==> config.mk <==
export PLATFORM = sky130hd
export DESIGN_NAME = awce_engine
export DESIGN_NICKNAME = d
export VERILOG_FILES = /design/src/design/awce_pkg.sv /design/src/design/awce_engine.sv
export SDC_FILE = /design/constraint.sdc
export NUM_CORES = 1
export LEC_CHECK = 0
export ABC_AREA = 1
export BUFFER_PORTS_ARGS = -buffer_cell sky130_fd_sc_hd__buf_4
export CAP_MARGIN = 20
export CELL_PAD_IN_SITES_DETAIL_PLACEMENT = 2
export CELL_PAD_IN_SITES_GLOBAL_PLACEMENT = 2
export CORE_ASPECT_RATIO = 1.1
export CORE_MARGIN = 1.5
export CORE_UTILIZATION = 30
export DETAILED_ROUTE_END_ITERATION = 8
export PLACE_DENSITY_LB_ADDON = 0.1
export SYNTH_ARGS = -nofsm -noshare
export SYNTH_HDL_FRONTEND = slang
export SYNTH_SLANG_ARGS = --single-unit
==> constraint.sdc <==
create_clock -name clock_i -period 1.7 [get_ports clock_i]
set_input_delay 0.085 -clock clock_i [delete_from_list [all_inputs] [get_ports clock_i]]
set_output_delay 0.085 -clock clock_i [all_outputs]
set_load 0.02 [all_outputs]
==> src/design/awce_pkg.sv <==
package awce_pkg;
  // task file offsets; reads of feature and command return error and status
  localparam logic [3:0] REG_DATA = 4'h0;
  localparam logic [3:0] REG_FEAT = 4'h1;
  localparam logic [3:0] REG_SCNT = 4'h2;
  localparam logic [3:0] REG_SNUM = 4'h3;
  localparam logic [3:0] REG_CLO = 4'h4;
  localparam logic [3:0] REG_CHI = 4'h5;
  localparam logic [3:0] REG_DRVHD = 4'h6;
  localparam logic [3:0] REG_CMD = 4'h7;
  localparam logic [3:0] REG_BLKSZ = 4'h8;
  localparam logic [3:0] REG_CTRL = 4'h9;

  localparam logic [7:0] CMD_BLK_WR = 8'hc5;
  localparam logic [7:0] CMD_BLK_WR_NE = 8'hcd;
  localparam logic [7:0] CMD_SEC_WR = 8'h30;
  localparam logic [7:0] CMD_SEC_WR_R = 8'h31;
  localparam logic [7:0] CMD_SEC_WR_NE = 8'h38;
  localparam logic [7:0] CMD_WR_VFY = 8'h3c;

  localparam int SB_BUSY = 7;
  localparam int SB_READY = 6;
  localparam int SB_DRQ = 3;
  localparam int SB_ERR = 0;
  localparam int ER_ABORT = 2;
  localparam int ER_WRFAIL = 4;
  localparam int DH_LBA = 6;
  localparam int CTRL_BLK_EN = 0;

  localparam logic [7:0] CTRL_RESET = 8'h01;
  localparam logic [7:0] BLKSZ_RESET = 8'h00;
  localparam logic [7:0] TF_RESET = 8'h00;

  localparam int CLK_NS = 20;
  localparam int BUSY_MAX_NS = 400;
  localparam int BUSY_CYC = (BUSY_MAX_NS / CLK_NS < 1) ? 1 : BUSY_MAX_NS / CLK_NS;
  localparam int WORDS_PER_SECTOR = 256;
  localparam logic [8:0] MAX_SECTORS = 9'h100;

  typedef enum logic [4:0] {
    S_IDLE = 5'b00001,
    S_SETUP = 5'b00010,
    S_XFER = 5'b00100,
    S_PROG = 5'b01000,
    S_WAIT = 5'b10000
  } awce_state_e;
endpackage
==> src/design/awce_engine.sv <==
// Overview of operation
// - busy raised within 400 ns of block write
// - block write interrupts per block, not sector
// - data request checked only at block start
// - sector count means sectors, not blocks
// - full blocks first, then remainder block
// - abort block write if unset or disabled
// - error after block attempt, stop at sector
// - interrupt when data request opens block
// - error leaves failing address, residual count
// - code cdh is block write without erase
// - code 38h is sector write without erase
// - sector write count 1..256, zero means 256
// - start at address in task file
// - busy, then request; no first interrupt
// - busy between sectors, interrupt at completion
// - on error stop, keep failing address
// - code 3ch verifies each written sector
// - linear address split over four registers
//
// Design decision made here: the plain strobed port.
`timescale 1ns/1ps
module awce_engine #(
  parameter int WORDS = awce_pkg::WORDS_PER_SECTOR
) (
  input wire logic clock_i,
  input wire logic srst_i,
  input wire logic [3:0] reg_addr_i,
  input wire logic [15:0] reg_wdata_i,
  input wire logic reg_wr_i,
  input wire logic reg_rd_i,
  output logic [15:0] reg_rdata_o,
  output logic intrq_o,
  output logic busy_flag_o,
  output logic data_request_flag_o,
  output logic [15:0] sec_wdata_o,
  output logic sec_wvalid_o,
  output logic sec_prog_o,
  output logic [27:0] sec_lba_o,
  output logic sec_erase_o,
  output logic sec_verify_o,
  output logic linear_addressing_select_o,
  input wire logic sec_done_i,
  input wire logic sec_err_i
);
  if (WORDS < 2 || WORDS > 256)
  begin : g_chk
    $error("awce_engine: WORDS must lie in 2..256");
  end

  typedef struct packed {
    awce_pkg::awce_state_e st;
    logic busy;
    logic data_request_flag;
    logic errst;
    logic intrq;
    logic [7:0] errreg;
    logic [7:0] scnt;
    logic [7:0] snum;
    logic [7:0] clo;
    logic [7:0] chi;
    logic [7:0] dh;
    logic [7:0] blksz;
    logic [7:0] ctrl;
    logic blk;
    logic erase;
    logic verify;
    logic [27:0] linear_addressing_select;
    logic [8:0] remain;
    logic [8:0] blk_left;
    logic [8:0] xcnt;
    logic [8:0] wcnt;
    logic [15:0] rdata;
    logic [15:0] wdata;
    logic wvalid;
    logic prog;
  } awce_regs_s;

  localparam awce_regs_s REGS_RESET = '{
    st: awce_pkg::S_IDLE, busy: 1'b0, data_request_flag: 1'b0, errst: 1'b0, intrq: 1'b0,
    errreg: awce_pkg::TF_RESET, scnt: awce_pkg::TF_RESET, snum: awce_pkg::TF_RESET,
    clo: awce_pkg::TF_RESET, chi: awce_pkg::TF_RESET, dh: awce_pkg::TF_RESET,
    blksz: awce_pkg::BLKSZ_RESET, ctrl: awce_pkg::CTRL_RESET,
    blk: 1'b0, erase: 1'b0, verify: 1'b0, linear_addressing_select: 28'h0000000,
    remain: 9'h000, blk_left: 9'h000, xcnt: 9'h000, wcnt: 9'h000,
    rdata: 16'h0000, wdata: 16'h0000, wvalid: 1'b0, prog: 1'b0};

  localparam logic [8:0] WORDS_LAST = 9'(WORDS - 1);

  awce_regs_s r_r;
  awce_regs_s r_nxt;
  logic [7:0] cmd;
  logic is_blk;
  logic is_sec;
  logic cmd_wr;
  logic [7:0] status;

  assign cmd = reg_wdata_i[7:0];
  assign is_blk = (cmd == awce_pkg::CMD_BLK_WR) || (cmd == awce_pkg::CMD_BLK_WR_NE);
  assign is_sec = (cmd == awce_pkg::CMD_SEC_WR) || (cmd == awce_pkg::CMD_SEC_WR_R) ||
                  (cmd == awce_pkg::CMD_SEC_WR_NE) || (cmd == awce_pkg::CMD_WR_VFY);
  // commands written while the engine is working are ignored
  assign cmd_wr = reg_wr_i && (reg_addr_i == awce_pkg::REG_CMD) && (r_r.st == awce_pkg::S_IDLE);

  always_comb
  begin
    status = 8'h00;
    status[awce_pkg::SB_BUSY] = r_r.busy;
    status[awce_pkg::SB_READY] = ~r_r.busy;
    status[awce_pkg::SB_DRQ] = r_r.data_request_flag;
    status[awce_pkg::SB_ERR] = r_r.errst;
  end

  always_comb
  begin
    r_nxt = r_r;
    r_nxt.wvalid = 1'b0;
    r_nxt.prog = 1'b0;
    r_nxt.rdata = 16'h0000;
    if (reg_rd_i)
    begin
      case (reg_addr_i)
        awce_pkg::REG_FEAT: r_nxt.rdata = {8'h00, r_r.errreg};
        awce_pkg::REG_SCNT: r_nxt.rdata = {8'h00, r_r.scnt};
        awce_pkg::REG_SNUM: r_nxt.rdata = {8'h00, r_r.snum};
        awce_pkg::REG_CLO: r_nxt.rdata = {8'h00, r_r.clo};
        awce_pkg::REG_CHI: r_nxt.rdata = {8'h00, r_r.chi};
        awce_pkg::REG_DRVHD: r_nxt.rdata = {8'h00, r_r.dh};
        awce_pkg::REG_CMD: r_nxt.rdata = {8'h00, status};
        awce_pkg::REG_BLKSZ: r_nxt.rdata = {8'h00, r_r.blksz};
        awce_pkg::REG_CTRL: r_nxt.rdata = {8'h00, r_r.ctrl};
        default: r_nxt.rdata = 16'h0000;
      endcase
      // reading status acknowledges the pending interrupt
      if (reg_addr_i == awce_pkg::REG_CMD)
      begin
        r_nxt.intrq = 1'b0;
      end
    end
    // task file is frozen while a command runs so the host cannot corrupt it
    if (reg_wr_i && r_r.st == awce_pkg::S_IDLE)
    begin
      case (reg_addr_i)
        awce_pkg::REG_SCNT: r_nxt.scnt = reg_wdata_i[7:0];
        awce_pkg::REG_SNUM: r_nxt.snum = reg_wdata_i[7:0];
        awce_pkg::REG_CLO: r_nxt.clo = reg_wdata_i[7:0];
        awce_pkg::REG_CHI: r_nxt.chi = reg_wdata_i[7:0];
        awce_pkg::REG_DRVHD: r_nxt.dh = reg_wdata_i[7:0];
        awce_pkg::REG_BLKSZ: r_nxt.blksz = reg_wdata_i[7:0];
        awce_pkg::REG_CTRL: r_nxt.ctrl = reg_wdata_i[7:0];
        default: r_nxt.ctrl = r_r.ctrl;
      endcase
    end
    case (r_r.st)
      awce_pkg::S_IDLE:
      begin
        if (cmd_wr)
        begin
          r_nxt.intrq = 1'b0;
          r_nxt.errreg = 8'h00;
          r_nxt.errst = 1'b0;
          if ((is_blk && (r_r.blksz == 8'h00 || !r_r.ctrl[awce_pkg::CTRL_BLK_EN])) || !(is_blk || is_sec))
          begin
            r_nxt.errreg[awce_pkg::ER_ABORT] = 1'b1;
            r_nxt.errst = 1'b1;
            r_nxt.intrq = 1'b1;
          end
          else
          begin
            r_nxt.busy = 1'b1;
            r_nxt.st = awce_pkg::S_SETUP;
            r_nxt.blk = is_blk;
            r_nxt.erase = !(cmd == awce_pkg::CMD_BLK_WR_NE || cmd == awce_pkg::CMD_SEC_WR_NE);
            r_nxt.verify = (cmd == awce_pkg::CMD_WR_VFY);
            r_nxt.linear_addressing_select = {r_r.dh[3:0], r_r.chi, r_r.clo, r_r.snum};
            r_nxt.remain = (r_r.scnt == 8'h00) ? awce_pkg::MAX_SECTORS : {1'b0, r_r.scnt};
          end
        end
      end
      awce_pkg::S_SETUP:
      begin
        r_nxt.data_request_flag = 1'b1;
        r_nxt.busy = 1'b0;
        r_nxt.wcnt = 9'h000;
        r_nxt.xcnt = 9'h000;
        r_nxt.st = awce_pkg::S_XFER;
        if (r_r.blk)
        begin
          // full block while enough sectors remain, else the remainder
          r_nxt.blk_left = ({1'b0, r_r.blksz} > r_r.remain) ? r_r.remain : {1'b0, r_r.blksz};
          r_nxt.intrq = 1'b1;
        end
        else
        begin
          r_nxt.blk_left = 9'h001;
        end
      end
      awce_pkg::S_XFER:
      begin
        // request stays up for the whole block; host need not re-poll
        if (reg_wr_i && reg_addr_i == awce_pkg::REG_DATA)
        begin
          r_nxt.wvalid = 1'b1;
          r_nxt.wdata = reg_wdata_i;
          r_nxt.wcnt = r_r.wcnt + 9'h001;
          if (r_r.wcnt == WORDS_LAST)
          begin
            r_nxt.wcnt = 9'h000;
            r_nxt.xcnt = r_r.xcnt + 9'h001;
            if (r_r.xcnt + 9'h001 == r_r.blk_left)
            begin
              r_nxt.data_request_flag = 1'b0;
              r_nxt.busy = 1'b1;
              r_nxt.st = awce_pkg::S_PROG;
            end
          end
        end
      end
      awce_pkg::S_PROG:
      begin
        r_nxt.prog = 1'b1;
        r_nxt.st = awce_pkg::S_WAIT;
        r_nxt.snum = r_r.linear_addressing_select[7:0];
        r_nxt.clo = r_r.linear_addressing_select[15:8];
        r_nxt.chi = r_r.linear_addressing_select[23:16];
        r_nxt.dh = {r_r.dh[7:4], r_r.linear_addressing_select[27:24]};
        r_nxt.scnt = r_r.remain[7:0];
      end
      awce_pkg::S_WAIT:
      begin
        if (sec_done_i && sec_err_i)
        begin
          // remaining sectors of the block are dropped
          r_nxt.errst = 1'b1;
          r_nxt.errreg[awce_pkg::ER_WRFAIL] = 1'b1;
          r_nxt.busy = 1'b0;
          r_nxt.intrq = 1'b1;
          r_nxt.st = awce_pkg::S_IDLE;
        end
        else if (sec_done_i)
        begin
          r_nxt.linear_addressing_select = r_r.linear_addressing_select + 28'h0000001;
          r_nxt.remain = r_r.remain - 9'h001;
          r_nxt.blk_left = r_r.blk_left - 9'h001;
          r_nxt.scnt = 8'(r_r.remain - 9'h001);
          if (r_r.remain == 9'h001)
          begin
            r_nxt.busy = 1'b0;
            r_nxt.intrq = 1'b1;
            r_nxt.st = awce_pkg::S_IDLE;
          end
          else if (r_r.blk_left == 9'h001)
          begin
            r_nxt.st = awce_pkg::S_SETUP;
          end
          else
          begin
            r_nxt.st = awce_pkg::S_PROG;
          end
        end
      end
      default: r_nxt = REGS_RESET;
    endcase
  end

  always_ff @(posedge clock_i)
  begin
    if (srst_i)
    begin
      r_r <= REGS_RESET;
    end
    else
    begin
      r_r <= r_nxt;
    end
  end

  assign reg_rdata_o = r_r.rdata;
  assign intrq_o = r_r.intrq;
  assign busy_flag_o = r_r.busy;
  assign data_request_flag_o = r_r.data_request_flag;
  assign sec_wdata_o = r_r.wdata;
  assign sec_wvalid_o = r_r.wvalid;
  assign sec_prog_o = r_r.prog;
  // address counts linearly in either mode; no geometry wrap is applied
  assign sec_lba_o = r_r.linear_addressing_select;
  assign sec_erase_o = r_r.erase;
  assign sec_verify_o = r_r.verify;
  assign linear_addressing_select_o = r_r.dh[awce_pkg::DH_LBA];

  localparam int busy_lim = awce_pkg::BUSY_CYC;
  logic acc_ok;
  assign acc_ok = cmd_wr && (is_sec || (is_blk && r_r.blksz != 8'h00 && r_r.ctrl[awce_pkg::CTRL_BLK_EN]));
endmodule

# == Yosys cells after proc, flatten, opt, wreduce, memory -nomap -nowiden ==
# Index checks and enable logic that the tools add are counted.
# word_totals
reg_bits,174
in_bits,26
output_inout_bits,68
# classes
addsub,5
n_lt_le_gt_ge,1
n_eq_ne,39
n_mux,57
n_bitwise,9
n_reduce_logical,49
# op_table
op,n
case mux 37 bit (3 select lines),1
two-way mux 46 bit,2
two-way mux 40 bit,2
two-way mux 8 bit,9
case mux 8 bit (9 select lines),1
case mux 32 bit (2 select lines),1
two-way mux 56 bit,1
two-way mux 18 bit,2
case mux 18 bit (2 select lines),1
case mux 17 bit (2 select lines),1
== test 8 x 6 -> 1 bit (second input constant),4
adder 28 x 1 -> 28 bit (second input constant),1
two-way mux 9 bit,3
case mux 9 bit (3 select lines),1
case mux 5 bit (5 select lines),1
two-way mux 6 bit,4
case mux 8 bit (3 select lines),1
two-way mux 7 bit,3
adder 9 x 1 -> 9 bit (second input constant),2
== test 9 x 1 -> 1 bit (second input constant),2
AND reduction 2 bit,9
subtractor 9 x 1 -> 9 bit (second input constant),2
two-way mux 17 bit,1
== test 4 x 3 -> 1 bit (second input constant),4
39 further kinds,101

# == Depth between registers and ports, before layout ==
# depth
depth_word,10
ltp_mapped,15
depth_no_buf,15

# == Worst setup path before layout ==
# OpenSTA, ideal clock, no wires.
# synth_path
kind,reg-to-reg
startpoint,reg r_r[63] (netlist name)
endpoint,reg r_r[59] (netlist name)
setup_time_ns,0.122
arrival_time_ns,1.723
slack_ns,-0.144
path_stages_with_launch,12
n_path_buf,1
period_less_slack_ns,1.844
cell_sequence,dfxtp_1 inv_1 ha_1 a21oi_1 o21ai_0 nand2_1 o2111ai_1 nand2_1 clkbuf_1 a21oi_1 o21ai_0 a21oi_1
# synth_between
elab_chain_len,4
# synth_rtl
item,line,text
from (decl),awce_engine.sv:90,awce_regs_s r_r;
from (signal assigned),awce_engine.sv:274,r_r <= r_nxt;
> comparator 8 x 9 -> 1 bit,awce_engine.sv:190,"r_nxt.blk_left = ({1'b0, r_r.blksz} > r_r.remain) ? r_r.remain : {1'b0, r_r.blksz};"
two-way mux 9 bit,awce_engine.sv:190,
two-way mux 9 bit,awce_engine.sv:187,if (r_r.blk)
case mux 9 bit (3 select lines),awce_engine.sv:154,case (r_r.st)
# Every way passes these cells.
# A chain may end at the register's enable or synchronous reset.

# == Worst setup path after layout ==
# layout_path
startpoint,reg r_r[44] (netlist name)
endpoint,reg r_r (netlist bit data_request_flag_o)
# layout_between
elab_chain_len,4
# layout_rtl
item,line,text
adder 9 x 1 -> 9 bit,awce_engine.sv:210,if (r_r.xcnt + 9'h001 == r_r.blk_left)
== test 9 bit,awce_engine.sv:210,
!= test 2 bit (no line),--,
AND reduction 4 bit (no line),--,
# Every way passes these cells.

==> results.sh <==
export IMPL_status="finished, violations left"
export IMPL_violations="negative setup slack"
export IMPL_synth_compound_area_frac=0.243
export IMPL_grt_overflow_total=0
export IMPL_yosysMostFrequentCell="nand2_1"
export IMPL_vdd_ir_drop_worst_mv=0.748
export IMPL_drtIter0Drc=748
export IMPL_wl_per_cell_um=32.9
export IMPL_final_min_period_over_clock_period=1.33
export IMPL_initial_core_util=0.305
export IMPL_worst_slack_ns=-0.563
export IMPL_via_per_inst=5.99
export IMPL_cp_max_fo=4
export IMPL_syn_inst=1301
export IMPL_crit_type="register to register"
export IMPL_synth_xor_area_frac=0.00968
export IMPL_tightest_slew_ns=0.842
export IMPL_worstPathRequired_ns=2.11
export IMPL_io_buffer_count=85
export IMPL_synth_fa_ha_area_frac=0.0208
export IMPL_end_kind="register"
export IMPL_critPathLaunchType="register"
export IMPL_arrival_ns=2.67
export IMPL_clk_pin_slew_ns=0.08
export IMPL_fill_cells=3079
export IMPL_hold_viol_final=0
export IMPL_postSynthAreaPerCell_um2=6.95
export IMPL_synthArstFlopShare=0
export IMPL_num_rows=66
export IMPL_die_y_um=185
export IMPL_synthMuxAreaShare=0
export IMPL_placed_area_mm2=0.0116
export IMPL_ys_dominant_reg_cell="dfxtp_1"
export IMPL_drc=0
export IMPL_cts_root_buf="clkbuf_16"
export IMPL_power_leakage_uw=0.00626
export IMPL_synth_edf_count=0
export IMPL_rsz0062_at_grt="true"
export IMPL_fin_area_mm2=0.0159
export IMPL_grt_pass1_vias=12571
export IMPL_postRouteWirelength_um=67500
export IMPL_hold_path_class="primary input to register"
export IMPL_synth_top_area_frac=0.354
export IMPL_pre_cts_slack_ns=-0.426
export IMPL_yosysWarnings=0
export IMPL_max_cap_violations=0
export IMPL_setup_violations=158
export IMPL_grt_max_degree=44
export IMPL_h_tree_depth=4
export IMPL_synth_simple_area_share=0.237
export IMPL_synth_area_leaders="dfxtp_1 35%, nand2_1 8.5%, a21oi_1 8.1%"
export IMPL_synth_common_cells="205 x nand2_1, 160 x dfxtp_1, 147 x a21oi_1"
export IMPL_fin_nets=1707
export IMPL_regArea_mm2=0.00325
export IMPL_power_density_mw_per_mm2=562
export IMPL_cts_buffer_depth=2
export IMPL_antenna_found_initial=0
export IMPL_clock_skew_ns=0.0167
export IMPL_finalMaxSlewViolations=0
export IMPL_place_congestion=0.858
export IMPL_fin_crit_ns=2.26
export IMPL_max_slew_margin_rel=0.439
export IMPL_synth_top_family_by_area="compound AO/OA/AOI/OAI gates"
export IMPL_clock_latency_ns=0.48
export IMPL_synth_top_cell_by_area="dfxtp_1"
export IMPL_cts_sinks=160
export IMPL_synthDistinctLibCells=53
export IMPL_grt_util_all_layers=0.338
export IMPL_dieArea_mm2=0.0312
export IMPL_yosys_register_bits=160
export IMPL_drive_above_1_share=0.529
export IMPL_drt_first_pass_iters=5
export IMPL_dp_hpwl_um=33200
export IMPL_coreArea_mm2=0.0296
export IMPL_die_x_um=169
export IMPL_netlist_area_mm2=0.00904
export IMPL_numCtsBuffers=17
export IMPL_synth_seq_area_share=0.354
export IMPL_ant_nets=0
export IMPL_area_delta_synth_final_pct=75.6
export IMPL_multiInputGateArea_mm2=0.00689
export IMPL_ios=94
export IMPL_antenna_cells=0
export IMPL_cts_tree="done"
export IMPL_max_freq_mhz=442
export IMPL_vias=12307
export IMPL_grt_pass1_wl_um=78300
## worst max-delay path, stage by stage, from the launching register on
cell	delay [ns]
dfxtp_2	0.38
ha_4	0.18
buf_6	0.13
nand3_4	0.09
inv_2	0.09
nand2_1	0.08
nand2_2	0.13
nand2_2	0.09
nor2_1	0.18
nor2_2	0.08
nand3_4	0.10
nand2_4	0.08
buf_4	0.14
buf_6	0.10
nand3_1	0.07
nand2_1	0.10
a21oi_2	0.17
## layout make-up
cell class	instances	area share
sequential	160	0.205
tap	374	0.0295
inverter	142	0.0380
clock inverter	10	0.00504
timing repair inverter	2	0.00291
multi-input combinational	903	0.434
timing repair buffer	440	0.256
clock buffer	22	0.0299
## layer usage
layer | track usage | vias to the layer above | part of all wire
met1 | 0.389 | 6265 | 0.38
met2 | 0.600 | 612 | 0.49
met3 | 0.0556 | 299 | 0.055
met5 | 0 | - | 0
met4 | 0.182 | 0 | 0.072
li1 | - | 5131 | -
## registers in the layout, indices dropped and copies added, names as in the netlist
| name | count |
|---|---|
| sec_erase_o | 1 |
| busy_flag_o | 1 |
| sec_wdata_o | 16 |
| intrq_o | 1 |
| linear_addressing_select_o | 1 |
| sec_prog_o | 1 |
| data_request_flag_o | 1 |
| r_r | 100 |
| reg_rdata_o | 8 |
| sec_verify_o | 1 |
| sec_wvalid_o | 1 |
| sec_lba_o | 28 |
## final timing paths
check / to / cells after the start / slack, ns / start
min: reg_rdata_o[4]$_SDFF_PP0_ / 4 / 0.06 / reg_addr_i[2]
max: data_request_flag_o$_SDFFE_PP0P_ / 16 / -0.56 / r_r[44]$_SDFFE_PP0P_
min reg2reg: r_r[166]$_SDFFE_PP0P_ / 2 / 0.49 / r_r[166]$_SDFFE_PP0P_
max reg2reg: data_request_flag_o$_SDFFE_PP0P_ / 16 / -0.56 / r_r[44]$_SDFFE_PP0P_
## power by group
part,total (uW),internal (uW),leakage (uW),switching (uW)
sequential,3810,3760,0.00130,46.8
clock,4000,2000,0.000263,1990
combinational,1120,440,0.00470,679
total,8930,6210,0.00626,2720
## cell usage in the layout (no fill, tap or decap), types with 20 or more instances in the layout
cell type	n
a21oi_2	52
nor2_2	26
clkbuf_16	20
nand2_4	26
nand3_1	53
buf_4	331
o21ai_2	60
a31oi_1	21
o21ai_1	26
nor2_1	73
dfxtp_1	138
inv_1	109
nand2_1	155
nor2_4	37
buf_6	57
o21ai_0	23
a21oi_1	79
o21ai_4	23
nand2_2	26
buf_12	29
## per-stage QoR
stage / setup TNS [ns] / total power, uW / hold WS (ns) / cells / util
after floorplan: 0 / 4170 / 0.207 / 1308 / -
after global placement: -17.21 / 4490 / 0.292 / 1916 / 0.390
after detailed placement: -28.68 / 4510 / 0.298 / 1916 / 0.390
after CTS: -15.94 / 8490 / 0.0361 / 2008 / 0.470
after global routing: -50.00 / 9080 / 0.0693 / 2053 / 0.536
final: -43.09 / 8930 / 0.0648 / 2053 / 0.536
## repair_timing
item	4_1_cts	5_1_grt
hold buffers	11	0
setup endpoints to repair	157	156
pin swaps	64	108
setup buffers	42	48
endpoints found under the hold margin	14	0
gates resized for setup	356	384
cloned	9	4
## logic make-up after synthesis
group,count (synthesis)
other,1
DFF,160
xor gates and xnor gates,10
AOI/OAI and AO/OA,385
adders and majority gates,15
and+or+nand+nor,482
buffers and inverters,248
Power figures use the tool's default switching activity.
